--- config.mk ---
export PLATFORM = sky130hd
export DESIGN_NAME = fec_codec
export DESIGN_NICKNAME = d
export VERILOG_FILES = /design/src/design/fec_codec.v /design/src/design/fec_fifo.v
export VERILOG_INCLUDE_DIRS = /design/src /design/src/design
export SDC_FILE = /design/constraint.sdc
export NUM_CORES = 1
export LEC_CHECK = 0
export BUFFER_PORTS_ARGS = -buffer_cell sky130_fd_sc_hd__buf_2
export CAP_MARGIN = 20
export CORE_AREA = 2 2 95 97
export CTS_CLUSTER_DIAMETER = 80
export CTS_CLUSTER_SIZE = 24
export DETAILED_ROUTE_END_ITERATION = 12
export DIE_AREA = 0 0 97 99
export PLACE_DENSITY_LB_ADDON = 0.12
export SYNTH_ARGS = -nofsm -noshare
export SYNTH_HDL_FRONTEND = slang
export SYNTH_SLANG_ARGS = --single-unit
--- constraint.sdc ---
create_clock -name clk -period 3.34 [get_ports clk]
set_clock_uncertainty 0.15 [all_clocks]
set_input_delay 0.167 -clock clk [delete_from_list [all_inputs] [get_ports clk]]
set_output_delay 0.167 -clock clk [all_outputs]
set_load 0.02 [all_outputs]
--- src/design/fec_consts.vh ---
`ifndef FEC_CONSTS_VH
`define FEC_CONSTS_VH
`define FEC_GRP_IDLE  5'h1F
`define FEC_GRP_SSD1  5'h18
`define FEC_GRP_SSD2  5'h11
`define FEC_GRP_ESD1  5'h0D
`define FEC_GRP_ESD2  5'h07
`define FEC_GRP_TXER  5'h04
`define FEC_NIB_SSD   4'h5
`define FEC_FIFO_DEPTH 16
`define FEC_FIFO_AW    4
`endif

--- src/design/fec_codec.v ---
// Function
// - Transmit uses the 4B/5B code in both copper and fiber modes and receive decodes it back.
// - Each data nibble maps to its fixed 5-bit group and back, 0000 to 11110 through 1111 to 11101.
// - Group 11111 is sent as idle, 00100 as transmit error, and both decode as control.
// - Frame start is 11000 then 10001, each decoding to nibble 0101.
// - Frame end is 01101 then 00111, neither being a data nibble.
`timescale 1ns/1ps
`include "fec_consts.vh"
module fec_codec #(
  parameter DEPTH = `FEC_FIFO_DEPTH,
  parameter AW    = `FEC_FIFO_AW
) (
  input  wire       clk,
  input  wire       reset,
  input  wire       fiber_mode,
  input  wire [3:0] tx_nibble,
  input  wire       tx_en,
  input  wire       tx_er,
  output wire       tx_ready,
  output reg  [4:0] tx_group_r,
  input  wire       tx_group_take,
  input  wire [4:0] rx_group,
  input  wire       rx_group_valid,
  output reg  [3:0] rx_nibble_r,
  output reg        rx_data_r,
  output reg        rx_idle_r,
  output reg        rx_ssd_r,
  output reg        rx_esd_r,
  output reg        rx_txerr_r,
  output reg        rx_invalid_r,
  output reg        rx_valid_r,
  output reg        tx_mode_fiber_r
);
  // fiber and copper share one code; mode is only reported
  function [4:0] enc;
    input [3:0] n;
    begin
      case (n)
        4'h0: enc = 5'h1E;
        4'h1: enc = 5'h09;
        4'h2: enc = 5'h14;
        4'h3: enc = 5'h15;
        4'h4: enc = 5'h0A;
        4'h5: enc = 5'h0B;
        4'h6: enc = 5'h0E;
        4'h7: enc = 5'h0F;
        4'h8: enc = 5'h12;
        4'h9: enc = 5'h13;
        4'hA: enc = 5'h16;
        4'hB: enc = 5'h17;
        4'hC: enc = 5'h1A;
        4'hD: enc = 5'h1B;
        4'hE: enc = 5'h1C;
        default: enc = 5'h1D;
      endcase
    end
  endfunction

  // start groups both stand for the preamble nibble
  function is_ssd;
    input [4:0] g;
    begin
      is_ssd = (g == `FEC_GRP_SSD1) | (g == `FEC_GRP_SSD2);
    end
  endfunction

  function is_esd;
    input [4:0] g;
    begin
      is_esd = (g == `FEC_GRP_ESD1) | (g == `FEC_GRP_ESD2);
    end
  endfunction

  localparam ST_IDLE = 3'h0;
  localparam ST_SSD2 = 3'h1;
  localparam ST_DATA = 3'h2;
  localparam ST_ESD2 = 3'h4;

  // fifo word: {tx_er, nibble}; only pushed words exist, so no enable bit
  wire [4:0] fq_data;
  wire       fq_valid;
  reg        fq_ready;
  fec_fifo #(
    .W  (5),
    .D  (DEPTH),
    .AW (AW)
  ) fec_fifo_i (
    .clk       (clk),
    .reset     (reset),
    .in_data   ({tx_er, tx_nibble}),
    .in_valid  (tx_en),
    .in_ready  (tx_ready),
    .out_data  (fq_data),
    .out_valid (fq_valid),
    .out_ready (fq_ready)
  );

  reg [2:0] st_r;
  reg [2:0] st_nxt;
  reg [4:0] grp_nxt;

  always @*
  begin
    st_nxt   = st_r;
    grp_nxt  = tx_group_r;
    fq_ready = 1'h0;
    if (tx_group_take)
    begin
      case (st_r)
        ST_IDLE:
        begin
          // start on the first nibble; the two start groups give slack
          if (fq_valid)
          begin
            grp_nxt = `FEC_GRP_SSD1;
            st_nxt  = ST_SSD2;
          end
          else
            grp_nxt = `FEC_GRP_IDLE;
        end
        ST_SSD2:
        begin
          grp_nxt = `FEC_GRP_SSD2;
          st_nxt  = ST_DATA;
        end
        ST_DATA:
        begin
          if (fq_valid)
          begin
            fq_ready = 1'h1;
            grp_nxt  = fq_data[4] ? `FEC_GRP_TXER
                                  : enc(fq_data[3:0]);
          end
          else
          begin
            // underrun ends the frame: no room for gaps in a stream
            grp_nxt = `FEC_GRP_ESD1;
            st_nxt  = ST_ESD2;
          end
        end
        ST_ESD2:
        begin
          grp_nxt = `FEC_GRP_ESD2;
          st_nxt  = ST_IDLE;
        end
        default:
        begin
          grp_nxt = `FEC_GRP_IDLE;
          st_nxt  = ST_IDLE;
        end
      endcase
    end
  end

  always @(posedge clk)
  begin
    if (reset)
    begin
      st_r            <= ST_IDLE;
      tx_group_r      <= `FEC_GRP_IDLE;
      tx_mode_fiber_r <= 1'h0;
    end
    else
    begin
      st_r            <= st_nxt;
      tx_group_r      <= grp_nxt;
      tx_mode_fiber_r <= fiber_mode;
    end
  end

  reg [3:0] dn;
  reg       dd;
  integer   i;
  always @*
  begin
    dn = 4'h0;
    dd = 1'h0;
    for (i = 0; i < 16; i = i + 1)
      if (enc(i[3:0]) == rx_group)
      begin
        dn = i[3:0];
        dd = 1'h1;
      end
  end

  always @(posedge clk)
  begin
    if (reset)
    begin
      rx_nibble_r  <= 4'h0;
      rx_data_r    <= 1'h0;
      rx_idle_r    <= 1'h0;
      rx_ssd_r     <= 1'h0;
      rx_esd_r     <= 1'h0;
      rx_txerr_r   <= 1'h0;
      rx_invalid_r <= 1'h0;
      rx_valid_r   <= 1'h0;
    end
    else
    begin
      rx_valid_r   <= rx_group_valid;
      rx_data_r    <= rx_group_valid & dd;
      rx_idle_r    <= rx_group_valid & (rx_group == `FEC_GRP_IDLE);
      rx_txerr_r   <= rx_group_valid & (rx_group == `FEC_GRP_TXER);
      rx_ssd_r     <= rx_group_valid & is_ssd(rx_group);
      rx_esd_r     <= rx_group_valid & is_esd(rx_group);
      // a group that neither the data table nor a control code claims
      rx_invalid_r <= rx_group_valid & ~dd &
                      (rx_group != `FEC_GRP_IDLE) &
                      (rx_group != `FEC_GRP_TXER) &
                      ~is_ssd(rx_group) & ~is_esd(rx_group);
      if (rx_group_valid)
      begin
        if (dd)
          rx_nibble_r <= dn;
        else if (is_ssd(rx_group))
          rx_nibble_r <= `FEC_NIB_SSD;
        else
          rx_nibble_r <= 4'h0;
      end
    end
  end
endmodule

--- src/design/fec_fifo.v ---
`timescale 1ns/1ps
module fec_fifo #(
  parameter W  = 6,
  parameter D  = 16,
  parameter AW = 4
) (
  input  wire         clk,
  input  wire         reset,
  input  wire [W-1:0] in_data,
  input  wire         in_valid,
  output wire         in_ready,
  output wire [W-1:0] out_data,
  output wire         out_valid,
  input  wire         out_ready
);
  reg [W-1:0] mem_r [0:D-1];
  reg [AW-1:0] wp_r;
  reg [AW-1:0] rp_r;
  reg [AW:0]   cnt_r;
  wire         wr;
  wire         rd;
  assign in_ready  = (cnt_r != D);
  assign out_valid = (cnt_r != 0);
  assign out_data  = mem_r[rp_r];
  assign wr = in_valid & in_ready;
  assign rd = out_valid & out_ready;
  always @(posedge clk)
  begin
    if (reset)
    begin
      wp_r  <= {AW{1'h0}};
      rp_r  <= {AW{1'h0}};
      cnt_r <= {(AW+1){1'h0}};
    end
    else
    begin
      if (wr)
      begin
        mem_r[wp_r] <= in_data;
        wp_r        <= (wp_r == D-1) ? {AW{1'h0}} : wp_r + 1'h1;
      end
      if (rd)
        rp_r <= (rp_r == D-1) ? {AW{1'h0}} : rp_r + 1'h1;
      if (wr & ~rd)
        cnt_r <= cnt_r + 1'h1;
      else if (rd & ~wr)
        cnt_r <= cnt_r - 1'h1;
    end
  end
endmodule

==> results of run 1 <==
## stage by stage
step / area [um^2] / util (%) / setup WS, ns / hold slack (ns) / cells
final: 6040 / 70.6 / 0.319 / 0.318 / 546
after global routing: 6040 / 70.6 / 0.000523 / 0.337 / 546
after CTS: 6020 / 70.4 / 0.117 / 0.311 / 546
after detailed placement: 5260 / 61.5 / 0.136 / 0.232 / 495
after global placement: 5260 / 61.5 / 0.288 / 0.232 / 495
after floorplan: 5020 / - / 0.410 / 0.116 / 369
## sequential cells by signal, indices dropped and copies added (netlist names), 3 cells and up, named ones only
signal and count:
fec_fifo_i.wp_r 4, st_r 3, fec_fifo_i.mem_r 80, tx_group_r 5
rx_nibble_r 4, fec_fifo_i.rp_r 4, fec_fifo_i.cnt_r 5
## worst reg2reg max path: stages (launching register included)
cell and delay [ns]:
dfxtp_1 0.38, nor4_4 0.35, nand2b_1 0.12, nand3_1 0.24, ha_1 0.23, inv_1 0.11, fa_1 0.47, a21o_1 0.17
a21oi_1 0.18, xnor2_1 0.09, or3_1 0.30, a21oi_1 0.14
## metal layers
layer	vias to the layer above	share of wire [%]	routed length [um]	global-route usage, %
li1	1525	-	-	-
met1	1570	44	4340	29.5
met2	87	49	4800	34.1
met3	14	4.9	478	5.74
met4	0	1.5	151	9.10
met5	-	0	0	0
## placed cells by master, fill, tap and decap left out, types with 3 or more instances in the layout
cell,n
ha_1,9
a21oi_1,20
inv_1,8
o21ai_1,3
mux4_1,8
nand4_1,3
clkinv_2,3
mux4_2,12
a31oi_1,3
dfxtp_1,36
buf_4,6
xor2_1,5
clkbuf_16,16
edfxtp_1,80
nor2b_1,5
dlygate4sd3_1,19
buf_2,33
a311oi_1,3
nand3_1,7
xnor2_1,7
nor3_1,10
a22o_1,6
nand2_1,24
a211oi_1,3
a21o_1,3
inv_6,3
clkinv_4,5
nand2b_1,8
o21ai_0,11
nor2_1,38
## power by group through the flow
stage                     Clock (mW)  Sequential, mW  Combinational, mW
final                           1.71            1.73              0.708
after global routing            1.81            1.75              0.801
after CTS                       1.75            1.72              0.698
after detailed placement           0            1.75              0.675
after global placement             0            1.74              0.659
after floorplan                    0            1.74              0.495
## layout make-up
| type | count | share of cell area [%] |
|---|---|---|
| Multi-Input combinational cell | 222 | 29.1 |
| Clock inverter | 14 | 2.53 |
| Tap cell | 108 | 2.24 |
| Sequential cell | 117 | 52.1 |
| Inverter | 9 | 0.559 |
| Timing Repair Buffer | 58 | 6.63 |
| Clock buffer | 18 | 6.92 |
## logic make-up (layout without fill, tap and decap cells)
group           Yosys count  in the layout  synth area share (%)
compound gates           70             70                  9.71
xor+xnor                 12             12                  2.09
fa+ha+maj                10             10                  2.64
buf+inv                  30             99                  2.84
flops                   117            117                  62.5
mux                      22             22                  9.96
simple gates            108            108                  10.2
## timing repair
| item | CTS | global route |
|---|---|---|
| hold buffers | 19 | 0 |
| endpoints found under the setup margin | 0 | 1 |
| endpoints found under the hold margin | 107 | 0 |
| resized for setup | 0 | 3 |
## worst max path at each step
stage                              from                  end  slack [ns]  cells past startpoint
floorplan           fec_fifo_i.cnt_r[0]  fec_fifo_i.cnt_r[4]        0.41                     12
global placement    fec_fifo_i.cnt_r[0]  fec_fifo_i.cnt_r[4]        0.29                     11
detailed placement  fec_fifo_i.cnt_r[0]  fec_fifo_i.cnt_r[4]        0.14                     11
CTS                 fec_fifo_i.cnt_r[0]  fec_fifo_i.cnt_r[4]        0.12                     11
global route        fec_fifo_i.cnt_r[0]  fec_fifo_i.cnt_r[4]      0.0005                     11
finish              fec_fifo_i.cnt_r[0]  fec_fifo_i.cnt_r[4]        0.32                     11
==> impl_metrics.py, run 1 <==
metrics = {
    "outcome": {
        "outcome": "finished clean",
    },
    "setup_path": {
        "crit_top_cell": "a21oi_1",
        "crit_path_start_kind": "flop",
        "r2r_cells": 11,
        "arrival_ns": 3.30,
        "critPathRequiredTime_ns": 3.62,
        "worst_path_max_delay_cell": "fa_1",
        "crit_chain": "nor4_4 > nand2b_1 > nand3_1 > ha_1 > inv_1 > fa_1 > a21o_1 > a21oi_1 > xnor2_1 > or3_1 > a21oi_1",
        "worstPathMaxFanout": 6,
        "crit_family": "simple AND/OR/NAND/NOR gates",
        "path_buf_inv": 1,
        "r2r_end": "fec_fifo_i.cnt_r[4]",
        "reg2reg_setup_slack_ns": 0.32,
        "crit_path_end_kind": "flop",
        "path_class": "flop to flop",
        "max_stage_delay_ns": 0.47,
        "reg2reg_from": "fec_fifo_i.cnt_r[0]",
    },
    "global_route": {
        "grtUsageTotal_pct": 21.8,
        "grt_max_degree": 30,
        "antenna_found_initial": 0,
        "grt_pass1_wl_mm": 15.8,
        "grt-ovfl-total": 0,
        "first_global_vias": 3074,
    },
    "floorplan": {
        "initial_core_util_pct": 58.8,
        "coreArea_um2": 8550,
        "die-area_um2": 9600,
        "die_h_um": 99,
        "boundaryPins": 34,
        "row_count": 34,
        "die_x_um": 97,
    },
    "finish": {
        "num_antenna_cells": 0,
        "num-fill-cells": 583,
        "final-seq-area_um2": 3140,
        "multi_input_area_um2": 1750,
        "area_growth_pct": 20.2,
        "drive_above_1_share_pct": 20.5,
        "final_nets": 451,
    },
    "power_and_ir_drop": {
        "power_mw": 4.15,
        "p_int_mw": 3.02,
        "ir_worst_vdd_mv": 0.474,
        "combPwrFrac_pct": 17.0,
        "pwr-share-clk_pct": 41.2,
        "p_sw_share_pct": 27.2,
        "power.leakage_nw": 2.17,
        "p_per_area_nw_per_um2": 688,
        "p_switching_mw": 1.13,
        "p_seq_share_pct": 41.7,
    },
    "yosys": {
        "syn_area_um2": 5020,
        "syn_inst": 369,
        "synthTopCellsByArea": "edfxtp_1 48%, dfxtp_1 15%, mux4_2 5.4%, mux4_1 4.2%, nor2_1 2.8%",
        "synth_seq_cells": 117,
        "yosysWarningCount": 0,
        "synth_edf_count": 80,
        "async_flop_share_pct": 0,
        "synth_top_area_cell": "edfxtp_1",
        "ys_seq_area_share_pct": 62.5,
        "postSynthAreaPerCell_um2": 13.6,
        "synth_ff_type": "edfxtp_1",
        "post-synth-top-count-cell": "edfxtp_1",
        "ys_top_cells_by_count": "80 x edfxtp_1, 38 x nor2_1, 37 x dfxtp_1",
        "syn_nets": 395,
        "synth_cell_types": 56,
        "yosysTopAreaCellShare_pct": 47.8,
    },
    "clock_tree": {
        "numCtsBuffers": 17,
        "clk_latency_ns": 0.50,
        "cts-root-buf": "clkbuf_8",
        "clock-sinks": 117,
        "clk_pin_slew_ns": 0.06,
        "cts_tree": "yes",
        "cts_setup_buffers": 0,
        "cts_max_level": 4,
        "clockBufferDepth": 2,
    },
    "sta": {
        "worst_pin_slew_ns": 0.882,
        "fin_crit_sh_pct": 90.4,
        "hold_violations": 0,
        "min_period_ns": 3.02,
        "slew_headroom_pct": 40.7,
        "grt_setup_unrepaired": "false",
        "setup_viol": 0,
        "slew_viol_final": 0,
        "fmax_ghz": 0.331,
        "tns_ns": 0,
    },
    "route": {
        "viasPerCell": 5.85,
        "first_pass_iters": 5,
        "wl_per_cell_um": 17.9,
        "drc": 0,
        "vias": 3196,
        "drt-initial-drc-count": 239,
        "final_antenna_net_count": 0,
        "wl_mm": 9.77,
    },
    "min_path": {
        "holdPathEnd": "rx_nibble_r[3]",
        "hold_path.class": "flop to flop",
        "whs_path_depth": 2,
        "worstHoldStart": "rx_nibble_r[3]",
    },
    "flow_run": {
        "cap_viol_max_count": 0,
    },
    "place": {
        "io_buffers": 33,
        "gp_congestion": 0.816,
        "place_hpwl_mm": 6.29,
    },
}
Power figures use the tool's default switching activity.
==> run 2: changes to the inputs <==
- PLACE_DENSITY_LB_ADDON: 0.12 -> 0.2
==> impl_metrics.py, run 2 (synthesis gave the netlist of run 1 again) <==
metrics = {
    "setup_path": {
        "crit_path_start_kind": "flop",
        "crit_family": "simple AND/OR/NAND/NOR gates",
        "reg2reg_from": "fec_fifo_i.cnt_r[0]",
        "r2r_cells": 11,
        "worstPathMaxFanout": 6,
        "crit_top_cell": "a21oi_1",
        "reg2reg_setup_slack_ns": 0.28,
        "r2r_end": "fec_fifo_i.cnt_r[4]",
        "critPathRequiredTime_ns": 3.63,
        "crit_path_end_kind": "flop",
        "path_class": "flop to flop",
        "crit_chain": "nor4_2 > nand2b_1 > nand3_1 > ha_1 > inv_1 > fa_1 > a21o_1 > a21oi_1 > xnor2_1 > or3_1 > a21oi_1",
        "path_buf_inv": 1,
        "arrival_ns": 3.35,
        "max_stage_delay_ns": 0.47,
        "worst_path_max_delay_cell": "fa_1",
    },
    "clock_tree": {
        "numCtsBuffers": 17,
        "clk_pin_slew_ns": 0.06,
        "clockBufferDepth": 2,
        "clk_latency_ns": 0.51,
        "clock-sinks": 117,
        "cts_max_level": 4,
        "cts-root-buf": "clkbuf_8",
        "cts_tree": "yes",
        "cts_setup_buffers": 0,
    },
    "floorplan": {
        "coreArea_um2": 8550,
        "boundaryPins": 34,
        "initial_core_util_pct": 58.8,
        "row_count": 34,
        "die_h_um": 99,
        "die_x_um": 97,
        "die-area_um2": 9600,
    },
    "global_route": {
        "grtUsageTotal_pct": 22.2,
        "antenna_found_initial": 0,
        "grt-ovfl-total": 0,
        "first_global_vias": 3194,
        "grt_max_degree": 30,
        "grt_pass1_wl_mm": 16.2,
    },
    "finish": {
        "final_common_cell": "edfxtp_1",
        "final_cell_mix": "80 x edfxtp_1, 38 x nor2_1, 37 x dfxtp_1, 33 x buf_2, 24 x nand2_1",
        "area_growth_pct": 20.4,
        "final_nets": 449,
        "drive_above_1_share_pct": 20.2,
        "largest_register_ffs": 80,
        "num-fill-cells": 576,
        "top_register": "fec_fifo_i.mem_r",
        "num_antenna_cells": 0,
        "reg_top3": "fec_fifo_i.mem_r (80), fec_fifo_i.cnt_r (5), tx_group_r (5)",
    },
    "flow_run": {
        "cap_viol_max_count": 0,
    },
    "power_and_ir_drop": {
        "p_sw_share_pct": 26.8,
        "p_per_area_nw_per_um2": 698,
        "p_seq_share_pct": 40.8,
        "ir_worst_vdd_mv": 0.377,
        "power.leakage_nw": 2.16,
        "pwr-share-clk_pct": 42.5,
        "p_switching_mw": 1.13,
        "p_int_mw": 3.09,
        "combPwrFrac_pct": 16.7,
    },
    "route": {
        "wl_per_cell_um": 18.3,
        "drt-initial-drc-count": 283,
        "viasPerCell": 5.92,
        "vias": 3218,
        "wl_mm": 9.95,
        "drc": 0,
        "final_antenna_net_count": 0,
        "first_pass_iters": 5,
    },
    "sta": {
        "worst_pin_slew_ns": 0.831,
        "slew_headroom_pct": 44.2,
        "tns_ns": 0,
        "fin_crit_sh_pct": 91.7,
        "grt_setup_unrepaired": "false",
        "fmax_ghz": 0.326,
        "worst_slack_ns": 0.276,
        "hold_violations": 0,
        "setup_viol": 0,
        "slew_viol_final": 0,
        "min_period_ns": 3.06,
    },
    "outcome": {
        "outcome": "finished clean",
    },
    "min_path": {
        "worstHoldStart": "rx_nibble_r[1]",
        "whs_path_depth": 2,
        "holdPathEnd": "rx_nibble_r[1]",
        "hold_path.class": "flop to flop",
    },
    "place": {
        "gp_congestion": 0.796,
        "place_hpwl_mm": 6.28,
        "place_ws_ns": 0.135,
        "io_buffers": 33,
    },
}
==> run 2: cell types whose count changed in the layout (fill, tap and decap cells not counted), sizes merged <==
cell / change
clkinvlp: +3
clkinv: -4
dlygate4sd3: -1
bufinv: +1
buf: -1
==> run 2: worst reg2reg max path, delay by kind of cell (launching register included) <==
| family | cells | cell delay, ns |
|---|---|---|
| buffers and inverters | 1 | 0.11 |
| and+or+nand+nor | 4 | 1.07 |
| AOI/OAI and AO/OA | 3 | 0.49 |
| adders and majority gates | 2 | 0.71 |
| DFF | 1 | 0.36 |
| xor gates and xnor gates | 1 | 0.10 |
==> run 2: timing repair <==
action	4_1_cts	5_1_grt
gates resized for setup	0	1
endpoints found under the hold margin	110	0
hold buffers	18	0
endpoints found under the setup margin	0	1
==> run 2: how the worst max path moves through the flow <==
stage	start	to	slack (ns)	cells past startpoint
2_1_floorplan	fec_fifo_i.cnt_r[0]	fec_fifo_i.cnt_r[4]	0.41	12
3_5_place_dp	fec_fifo_i.cnt_r[0]	fec_fifo_i.cnt_r[4]	0.14	11
4_1_cts	fec_fifo_i.cnt_r[0]	fec_fifo_i.cnt_r[4]	0.12	11
3_3_place_gp	fec_fifo_i.cnt_r[0]	fec_fifo_i.cnt_r[4]	0.30	11
6_report	fec_fifo_i.cnt_r[0]	fec_fifo_i.cnt_r[4]	0.28	11
5_1_grt	fec_fifo_i.cnt_r[0]	fec_fifo_i.cnt_r[4]	0.05	11
==> run 2: through the flow <==
stage / utilization, % / total power, mW / hold WS, ns / std cells / instance area (um^2)
3_3_place_gp: 61.6 / 2.40 / 0.230 / 494 / 5270
3_5_place_dp: 61.6 / 2.43 / 0.234 / 494 / 5270
6_report: 70.7 / 4.22 / 0.320 / 544 / 6050
5_1_grt: 70.7 / 4.40 / 0.334 / 544 / 6050
4_1_cts: 70.7 / 4.24 / 0.318 / 544 / 6040
2_1_floorplan: - / 2.24 / 0.116 / 369 / 5020
==> run 2: area by class of cell <==
class | count | area [um^2] | share of cell area [%]
Multi-Input combinational cell | 222 | 1750 | 28.9
Tap cell | 108 | 135 | 2.23
Inverter | 9 | 33.8 | 0.559
Clock buffer | 18 | 418 | 6.91
Timing Repair Buffer | 56 | 395 | 6.54
Clock inverter | 14 | 178 | 2.94
Sequential cell | 117 | 3140 | 52.0
==> run 2: power groups by stage <==
stage                     clock, mW  combinational (mW)  sequential, mW
after floorplan                   0               0.495            1.74
after global placement            0               0.657            1.74
after detailed placement          0               0.680            1.75
after CTS                      1.81               0.702            1.72
after global routing           1.87               0.786            1.74
final                          1.79               0.706            1.72
==> run 2: per-layer routing <==
metal	track usage (%)	vias up	share of wire [%]
met5	0	-	0
met4	9.86	0	1.9
met3	5.32	22	5.9
met2	35.5	127	48
met1	29.3	1549	44
li1	-	1520	-
